$ cat src/quad_out_pkg.sv
// Constants and types shared by the encoder quadrature pulse output block.
`default_nettype none

package quad_out_pkg;

   // ==========================================================================
   // Clock and pulse rate
   // ==========================================================================
   localparam longint CLK_HZ         = 250000000;
   localparam longint PULSE_MAX_HZ   = 1600000;
   localparam longint EDGE_MAX_HZ    = 4 * PULSE_MAX_HZ;
   // Least spacing between two output edges, rounded up to whole clocks.
   localparam int     EDGE_GAP_CYC   = int'((CLK_HZ + EDGE_MAX_HZ - 1) / EDGE_MAX_HZ);
   localparam int     GAP_W          = 8;
   localparam logic [GAP_W-1:0] GAP_LAST = GAP_W'(EDGE_GAP_CYC - 1);

   // ==========================================================================
   // Pulse count setting
   // ==========================================================================
   localparam int           PPR_W       = 31;
   localparam logic [30:0]  PPR_MIN     = 31'h0000_0010;
   localparam logic [30:0]  PPR_DEFAULT = 31'h0000_0800;
   localparam logic [30:0]  PPR_LIM_1   = 31'h0000_4000;
   localparam logic [30:0]  PPR_LIM_2   = 31'h0000_8000;
   localparam logic [30:0]  PPR_LIM_4   = 31'h0001_0000;
   localparam logic [30:0]  PPR_LIM_8   = 31'h0002_0000;
   localparam logic [30:0]  PPR_LIM_16  = 31'h0004_0000;
   localparam logic [30:0]  PPR_MAX_13  = 31'h0000_0800;
   localparam logic [30:0]  PPR_MAX_17  = 31'h0000_8000;
   localparam logic [30:0]  PPR_MAX_20  = 31'h0004_0000;

   // ==========================================================================
   // Accumulator and position widths
   // ==========================================================================
   localparam int           ACC_W       = 21;
   localparam logic [20:0]  RES_13      = 21'h00_2000;
   localparam logic [20:0]  RES_17      = 21'h02_0000;
   localparam logic [20:0]  RES_20      = 21'h10_0000;
   localparam int           PEND_W      = 8;
   localparam logic [7:0]   PEND_MAX    = 8'h7F;
   localparam logic [7:0]   PEND_MIN    = 8'h81;

   // ==========================================================================
   // Speed limits in rpm
   // ==========================================================================
   localparam int           SPD_W       = 16;
   localparam logic [15:0]  SPD_LIM_1   = 16'h1770;
   localparam logic [15:0]  SPD_LIM_2   = 16'h0BB8;
   localparam logic [15:0]  SPD_LIM_4   = 16'h05DC;
   localparam logic [15:0]  SPD_LIM_8   = 16'h02EE;
   localparam logic [15:0]  SPD_LIM_16  = 16'h0177;

   // ==========================================================================
   // Types
   // ==========================================================================
   typedef enum logic [1:0] {
      RES_BITS_13 = 2'b00,
      RES_BITS_17 = 2'b01,
      RES_BITS_20 = 2'b10
   } enc_res_t;

   typedef struct packed {
      logic step;
      logic dir;
   } enc_move_t;

   typedef struct packed {
      logic [30:0] ppr;
      enc_res_t    res;
      logic        rev_sel;
   } quad_cfg_t;

endpackage

`default_nettype wire

$ cat src/encoder_quadrature_pulse_output.sv
// Divided quadrature A/B and index pulse output with setting and overspeed alarms.
// Notes on behaviour
// - A and B quadrature, count equals setting
// - Every phase has a complementary output
// - Index pulses exactly once per revolution
// - Index width equals one A pulse
// - Reverse mode keeps the same phase form
// - Divide encoder count, latched at restart
// - Setting must meet step per range
// - Maximum setting depends on encoder resolution
// - Bad setting raises setting alarm
// - Speed above range limit raises overspeed alarm
// - Output pulse rate stays below 1.6 Mpps
`timescale 1ns/1ps
`default_nettype none

module encoder_quadrature_pulse_output
   import quad_out_pkg::*;
(
   // Clock and reset
   input  wire logic        sys_clk,
   input  wire logic        rst_n,
   // Encoder motion, one step per encoder count, in command direction
   input  wire enc_move_t   enc_move,
   // Setup, sampled once after reset release
   input  wire quad_cfg_t   cfg,
   // Motor speed magnitude in rpm
   input  wire logic [15:0] motor_speed_rpm,
   // Pulse outputs
   output logic             quad_a_out,
   output logic             quad_a_out_n,
   output logic             quad_b_out,
   output logic             quad_b_out_n,
   output logic             index_out,
   output logic             index_out_n,
   // Alarms
   output logic             alarm_setting,
   output logic             alarm_overspeed
);

   // ==========================================================================
   // Setting decode
   // ==========================================================================
   function automatic logic ppr_ok(input logic [30:0] p, input enc_res_t r);
      logic [30:0] mx;
      logic        step_ok;
      mx = PPR_MAX_13;
      unique case (r)
         RES_BITS_13: mx = PPR_MAX_13;
         RES_BITS_17: mx = PPR_MAX_17;
         RES_BITS_20: mx = PPR_MAX_20;
         default:     mx = '0;
      endcase
      if (p <= PPR_LIM_1) begin
         step_ok = 1'b1;
      end else if (p <= PPR_LIM_2) begin
         step_ok = (p[0] == 1'b0);
      end else if (p <= PPR_LIM_4) begin
         step_ok = (p[1:0] == 2'h0);
      end else if (p <= PPR_LIM_8) begin
         step_ok = (p[2:0] == 3'h0);
      end else begin
         step_ok = (p[3:0] == 4'h0);
      end
      return (p >= PPR_MIN) && (p <= mx) && step_ok;
   endfunction

   function automatic logic [15:0] speed_limit(input logic [30:0] p);
      if (p <= PPR_LIM_1) begin
         return SPD_LIM_1;
      end else if (p <= PPR_LIM_2) begin
         return SPD_LIM_2;
      end else if (p <= PPR_LIM_4) begin
         return SPD_LIM_4;
      end else if (p <= PPR_LIM_8) begin
         return SPD_LIM_8;
      end
      return SPD_LIM_16;
   endfunction

   function automatic logic [20:0] res_count(input enc_res_t r);
      unique case (r)
         RES_BITS_13: return RES_13;
         RES_BITS_17: return RES_17;
         RES_BITS_20: return RES_20;
         default:     return RES_20;
      endcase
   endfunction

   // ==========================================================================
   // Setting capture after restart
   // ==========================================================================
   // Changing the setting while running would break the revolution count,
   // so it is taken once after reset and held until the next reset.
   logic        loaded_r;
   logic        cfg_ok_r;
   logic        rev_sel_r;
   logic [30:0] ppr_r;
   logic [20:0] res_r;
   logic [20:0] quarter_inc_r;
   logic [20:0] rev_quarters_r;
   logic [15:0] spd_lim_r;

   always_ff @(posedge sys_clk) begin
      if (!rst_n) begin
         loaded_r       <= 1'b0;
         cfg_ok_r       <= 1'b0;
         rev_sel_r      <= 1'b0;
         ppr_r          <= PPR_DEFAULT;
         res_r          <= RES_20;
         quarter_inc_r  <= '0;
         rev_quarters_r <= '0;
         spd_lim_r      <= SPD_LIM_1;
      end else if (!loaded_r) begin
         loaded_r       <= 1'b1;
         cfg_ok_r       <= ppr_ok(cfg.ppr, cfg.res);
         rev_sel_r      <= cfg.rev_sel;
         ppr_r          <= cfg.ppr;
         res_r          <= res_count(cfg.res);
         quarter_inc_r  <= {cfg.ppr[18:0], 2'b00};
         rev_quarters_r <= {cfg.ppr[18:0], 2'b00};
         spd_lim_r      <= speed_limit(cfg.ppr);
      end
   end

   logic running;
   assign running = loaded_r && cfg_ok_r;

   // ==========================================================================
   // Alarms
   // ==========================================================================
   always_ff @(posedge sys_clk) begin
      if (!rst_n) begin
         alarm_setting <= 1'b0;
      end else if (loaded_r && !cfg_ok_r) begin
         alarm_setting <= 1'b1;
      end
   end

   always_ff @(posedge sys_clk) begin
      if (!rst_n) begin
         alarm_overspeed <= 1'b0;
      end else if (running && (motor_speed_rpm > spd_lim_r)) begin
         alarm_overspeed <= 1'b1;
      end
   end

   // ==========================================================================
   // Division of encoder counts into quarter steps
   // ==========================================================================
   // The incoming direction is in command sense; undoing the direction
   // select restores motor sense so reverse mode shows the same phase form.
   logic motor_fwd;
   assign motor_fwd = enc_move.dir ^ rev_sel_r;

   logic [20:0] acc_r;
   logic        q_up;
   logic        q_dn;
   logic [20:0] acc_sum;
   logic [20:0] acc_nxt;

   always_comb begin
      q_up    = 1'b0;
      q_dn    = 1'b0;
      acc_sum = acc_r + quarter_inc_r;
      acc_nxt = acc_r;
      if (running && enc_move.step) begin
         if (motor_fwd) begin
            if (acc_sum >= res_r) begin
               acc_nxt = acc_sum - res_r;
               q_up    = 1'b1;
            end else begin
               acc_nxt = acc_sum;
            end
         end else if (acc_r < quarter_inc_r) begin
            acc_nxt = acc_r + res_r - quarter_inc_r;
            q_dn    = 1'b1;
         end else begin
            acc_nxt = acc_r - quarter_inc_r;
         end
      end
   end

   always_ff @(posedge sys_clk) begin
      if (!rst_n) begin
         acc_r <= '0;
      end else begin
         acc_r <= acc_nxt;
      end
   end

   // ==========================================================================
   // Edge rate limiter
   // ==========================================================================
   // Quarter steps owed to the output are banked, then paid out no faster
   // than the rate ceiling; a burst beyond the bank depth is clipped.
   logic [7:0]  pend_r;
   logic [7:0]  gap_r;
   logic        gap_done;
   logic        emit;
   logic        emit_up;
   logic [7:0]  pend_nxt;

   assign gap_done = (gap_r == GAP_LAST);
   assign emit     = gap_done && (pend_r != '0);
   assign emit_up  = !pend_r[7];

   always_comb begin
      pend_nxt = pend_r;
      if (emit) begin
         pend_nxt = emit_up ? pend_r - 8'h01 : pend_r + 8'h01;
      end
      if (q_up && (pend_nxt != PEND_MAX)) begin
         pend_nxt = pend_nxt + 8'h01;
      end else if (q_dn && (pend_nxt != PEND_MIN)) begin
         pend_nxt = pend_nxt - 8'h01;
      end
   end

   always_ff @(posedge sys_clk) begin
      if (!rst_n) begin
         pend_r <= '0;
      end else begin
         pend_r <= pend_nxt;
      end
   end

   always_ff @(posedge sys_clk) begin
      if (!rst_n) begin
         gap_r <= '0;
      end else if (emit) begin
         gap_r <= '0;
      end else if (!gap_done) begin
         gap_r <= gap_r + 8'h01;
      end
   end

   // ==========================================================================
   // Output position within one revolution
   // ==========================================================================
   // Exactly four times the setting quarter steps make a turn, so the
   // position wraps once per revolution whatever the setting is.
   logic [20:0] pos_r;

   always_ff @(posedge sys_clk) begin
      if (!rst_n) begin
         pos_r <= '0;
      end else if (emit && emit_up) begin
         pos_r <= (pos_r == rev_quarters_r - 21'h00_0001) ? '0 : pos_r + 21'h00_0001;
      end else if (emit) begin
         pos_r <= (pos_r == '0) ? rev_quarters_r - 21'h00_0001 : pos_r - 21'h00_0001;
      end
   end

   // ==========================================================================
   // Pin drivers
   // ==========================================================================
   // Gray order of (A,B) by quarter: 00, 10, 11, 01, so A leads going up.
   logic [20:0] pos_nxt;
   logic        a_nxt;
   logic        b_nxt;
   logic        c_nxt;

   always_comb begin
      pos_nxt = pos_r;
      if (emit && emit_up) begin
         pos_nxt = (pos_r == rev_quarters_r - 21'h00_0001) ? '0 : pos_r + 21'h00_0001;
      end else if (emit) begin
         pos_nxt = (pos_r == '0) ? rev_quarters_r - 21'h00_0001 : pos_r - 21'h00_0001;
      end
      a_nxt = pos_nxt[1] ^ pos_nxt[0];
      b_nxt = pos_nxt[1];
      c_nxt = running && (pos_nxt[20:2] == '0) && a_nxt;
   end

   always_ff @(posedge sys_clk) begin
      if (!rst_n) begin
         quad_a_out   <= 1'b0;
         quad_a_out_n <= 1'b1;
         quad_b_out   <= 1'b0;
         quad_b_out_n <= 1'b1;
         index_out    <= 1'b0;
         index_out_n  <= 1'b1;
      end else begin
         quad_a_out   <= a_nxt;
         quad_a_out_n <= !a_nxt;
         quad_b_out   <= b_nxt;
         quad_b_out_n <= !b_nxt;
         index_out    <= c_nxt;
         index_out_n  <= !c_nxt;
      end
   end

   // The host relies on slow or repeated turns when homing on the index,
   // since the rate limiter may delay the index edge at high speed.

endmodule

`default_nettype wire

$ cat config.mk
export PLATFORM = sky130hd
export DESIGN_NAME = encoder_quadrature_pulse_output
export DESIGN_NICKNAME = d
export VERILOG_FILES = /design/src/quad_out_pkg.sv /design/src/encoder_quadrature_pulse_output.sv
export SDC_FILE = /design/constraint.sdc
export NUM_CORES = 1
export LEC_CHECK = 0
export BUFFER_PORTS_ARGS = -buffer_cell sky130_fd_sc_hd__clkbuf_2
export CAP_MARGIN = 40
export CORE_ASPECT_RATIO = 1.25
export CORE_MARGIN = 2
export CORE_UTILIZATION = 40
export CTS_CLUSTER_DIAMETER = 60
export CTS_CLUSTER_SIZE = 40
export DETAILED_ROUTE_END_ITERATION = 7
export PLACE_DENSITY = 0.69
export SYNTH_ARGS = -nofsm -noshare
export SYNTH_HDL_FRONTEND = slang
export SYNTH_SLANG_ARGS = --single-unit
export TNS_END_PERCENT = 5
$ cat constraint.sdc
create_clock -name sys_clk -period 5 [get_ports sys_clk]
set_input_delay 1 -clock sys_clk [delete_from_list [all_inputs] [get_ports sys_clk]]
set_output_delay 1 -clock sys_clk [all_outputs]
set_load 0.02 [all_outputs]
==> flow_summary_export.csv <==
group,metric,value,unit
sta,grt_setup_unrepaired,"no",
synth,synth_edf_count,0,
placement,dp.final_hpwl,27200,µm
drt,viasPerCell,5.95,
critical_path,endpoint_kind,"flop",
layout,diodes,0,
synth,synth_cell_types,86,
sta,finClkSkew,0.0119,ns
critical_path,worst-r2r-cell-count,20,
clock_network,cts_htree_levels,3,
critical_path,r2r-start,"rev_quarters_r[8]",
global_route,track_usage,23.5,%
pwr,leakage,4.99,nW
drt,wl_per_cell,18.4,µm
flow_run,drv_cap,0,
clock_network,cts_buffer_depth,2,
sta,hold_viol,0,
critical_path,path_max_fanout,14,
global_route,antenna_found_initial,0,
die,dieArea,28700,µm²
die,die_x,152,µm
critical_path,start_kind,"flop",
placement,portBuffers,61,
synth,synth.top_cell.area_share,18.1,%
pwr,power_density,200,nW/µm²
drt,firstDrtPassIters,6,
min_path,holdPathEnd,"alarm_overspeed",
synth,synth-compound-area-share,23.5,%
sta,setup_viol,0,
clock_network,hold_buffers,0,
drt,drc,0,
sta,fin_crit,4.67,ns
global_route,grt_first_pass_wirelength,54900,µm
critical_path,path_buf_inv,3,
global_route,grt_use_met3,2.41,%
critical_path,cp.required,5.23,ns
sta,fmax,214,MHz
die,start_util,40.7,%
synth,synth_xor_area_share,8.63,%
drt,via_count,11100,
die,core_area,26800,µm²
pwr,swShare,36.1,%
pwr,ir_drop,159,µV
synth,ys_top_cells_by_area,"dfxtp_1 18%, ha_1 10%, nor2_1 5.7%",
critical_path,max_stage_delay,0.47,ns
clock_network,cts_tree,"yes",
pwr,switchingPower,0.871,mW
pwr,p_comb_share,34.0,%
clock_network,insertion_delay,0.37,ns
synth,ys_dominant_reg_cell,"dfxtp_1",
drt,wl,34400,µm
sta,slew_headroom,40.6,%
critical_path,cp_cell_sequence,"inv_1 -> ha_1 -> buf_4 -> nand2b_1 -> a22o_1 -> a31oi_2 -> o21bai_1 -> a21oi_1 -> nor2_1 -> xor2_1 -> ha_1 -> nand2_1 -> or4_1 -> a2111oi_1 -> a41oi_1 -> a41oi_2 -> buf_4 -> nand2_1 -> a211oi_1 -> nor3_1",
pwr,clockPowerShare,30.4,%
clock_network,cts_num_sinks,99,
clock_network,clk_pin_slew,0.08,ns
die,rows,67,
drt,postRouteAntennaNets,0,
layout,nets,1684,
pwr,power,2.41,mW
synth,synth_nets,1644,
synth,yosys_warnings,0,
global_route,grt_start_max_net_pins,47,
synth,synth_mux_area_share,3.61,%
synth,yosysTopAreaCell,"dfxtp_1",
critical_path,r2r_setup_slack,0.33,ns
sta,slew_violations,0,
pwr,p_int,1.54,mW
placement,gp_congestion,0.983,
global_route,busiest_layer,"met2",
synth,yosysSeqAreaShare,18.1,%
synth,syn_area,10900,µm²
layout,areaGrowthSynthToFinish,10.5,%
sta,worstMarginPinSlew,0.888,ns
layout,final_cell_mix,"167 x nor2_1, 109 x inv_1, 98 x nand2_1, 98 x a21oi_1, 98 x dfxtp_1",
global_route,use_met1,27.9,%
clock_network,numCtsBuffers,9,
critical_path,rr_endpoint,"pend_r[1]",
synth,ys_ff_latch,99,
critical_path,critical_path_class,"flop to flop",
die,io_pins,62,
synth,synth-simple-area-share,25.5,%
synth,avgSynthCellArea,7.38,µm²
layout,final_common_cell,"nor2_1",
min_path,holdPathStages,2,
min_path,hold_start,"alarm_overspeed",
synth,postSynth.asyncResetShare,0,%
critical_path,cpLargestDelayFamily,"compound AO/OA/AOI/OAI gates",
pwr,seq_power_share,35.5,%
sta,fin_tns_setup,0,ns
synth,syn_inst,1481,
clock_network,root_buffer,"clkbuf_16",
outcome,status,"finished clean",
global_route,grtUsageMet2,40.8,%
die,die_h,189,µm
drt,drtIter0Drc,1049,
global_route,grt_pass1_vias,10500,
sta,fin_crit_sh,93.5,%
layout,drive_gt1_share,11.1,%
synth,synth_top_family_by_area,"simple AND/OR/NAND/NOR gates",
min_path,min-delay-path-class,"flop to flop",
critical_path,arrival,4.90,ns
critical_path,cp_slowest_cell,"or4_1",
global_route,grt.overflow.total,0,
synth,synthAdderAreaFrac,13.7,%
-- cell type report --
| cell class | instances | area [µm²] |
|---|---|---|
| Fill cell | 2682 | 14800 |
| Timing Repair Buffer | 115 | 714 |
| Clock inverter | 7 | 73.8 |
| Multi-Input combinational cell | 1186 | 8230 |
| Sequential cell | 99 | 1980 |
| Inverter | 110 | 413 |
| Clock buffer | 9 | 225 |
| Tap cell | 345 | 432 |
-- state kept, by name (all words and copies together), names as in the netlist, 3 cells and up --
name and flops:
pos_r 21, spd_lim_r 11, gap_r 8, rev_quarters_r 19, acc_r 19, pend_r 8
res_r 3
-- cell families after synthesis --
| family | count (synthesis) |
|---|---|
| mux | 39 |
| fa+ha+maj | 109 |
| flops | 99 |
| compound gates | 392 |
| xor+xnor | 103 |
| buf+inv | 196 |
| simple gates | 543 |
-- metrics by stage --
| stage | area (µm²) | hold WS [ns] | cells | util [%] | setup slack [ns] |
|---|---|---|---|---|---|
| final | 12100 | 0.450 | 1871 | 45.0 | 0.326 |
| after global routing | 12100 | 0.480 | 1871 | 45.0 | 0.0434 |
| after CTS | 12000 | 0.457 | 1871 | 44.9 | 0.0209 |
| after detailed placement | 11800 | 0.441 | 1855 | 43.8 | 0.0292 |
| after global placement | 11700 | 0.439 | 1854 | 43.8 | 0.198 |
| after floorplan | 10900 | 0.431 | 1481 | - | 0.279 |
-- what timing repair did --
action                     in CTS  in global routing
buffers inserted                0                  0
resized for setup               0                  6
setup endpoints to repair       0                 16
-- layer usage --
layer  share of wire (%)  wire, µm
met5                   0         0
met2                  49     16900
met3                 4.6      1570
met1                  41     14000
met4                 5.7      1970
-- worst max-delay path by stage --
| stage | from | slack [ns] | to | cells after the start |
|---|---|---|---|---|
| after floorplan | rev_quarters_r[4] | 0.28 | acc_r[16] | 21 |
| after global placement | rev_quarters_r[3] | 0.20 | pend_r[1] | 19 |
| after detailed placement | acc_r[3] | 0.03 | pend_r[1] | 18 |
| after CTS | acc_r[3] | 0.02 | pend_r[1] | 18 |
| after global routing | rev_quarters_r[8] | 0.04 | pend_r[1] | 20 |
| final | rev_quarters_r[8] | 0.33 | pend_r[1] | 20 |
-- tightest hold or removal path, cell delays in order, from the launching register on --
cell	delay (ns)
dfxtp_1	0.31
inv_1	0.04
a21oi_1	0.05
-- power groups by stage --
| stage | sequential [mW] | clock, mW | combinational [mW] |
|---|---|---|---|
| after global routing | 0.860 | 0.780 | 0.900 |
| after CTS | 0.855 | 0.749 | 0.808 |
| after detailed placement | 0.873 | 0 | 0.802 |
| final | 0.856 | 0.734 | 0.820 |
| after floorplan | 0.858 | 0 | 0.589 |
| after global placement | 0.872 | 0 | 0.793 |
-- synth_stat cells, drive strengths merged, types with 18 or more instances --
| master | n |
|---|---|
| nor2 | 167 |
| inv | 110 |
| dfxtp | 99 |
| nand2 | 99 |
| a21oi | 98 |
| ha | 91 |
| o21ai | 85 |
| clkbuf | 74 |
| xnor2 | 69 |
| nand3 | 44 |
| nor3 | 42 |
| mux2i | 36 |
| nor4 | 34 |
| xor2 | 31 |
| nor2b | 26 |
| o21a | 26 |
| a31oi | 25 |
| nand4 | 23 |
| a211oi | 20 |
| nand2b | 20 |
| fa | 18 |
No activity file was read; power rests on OpenSTA's default activity.
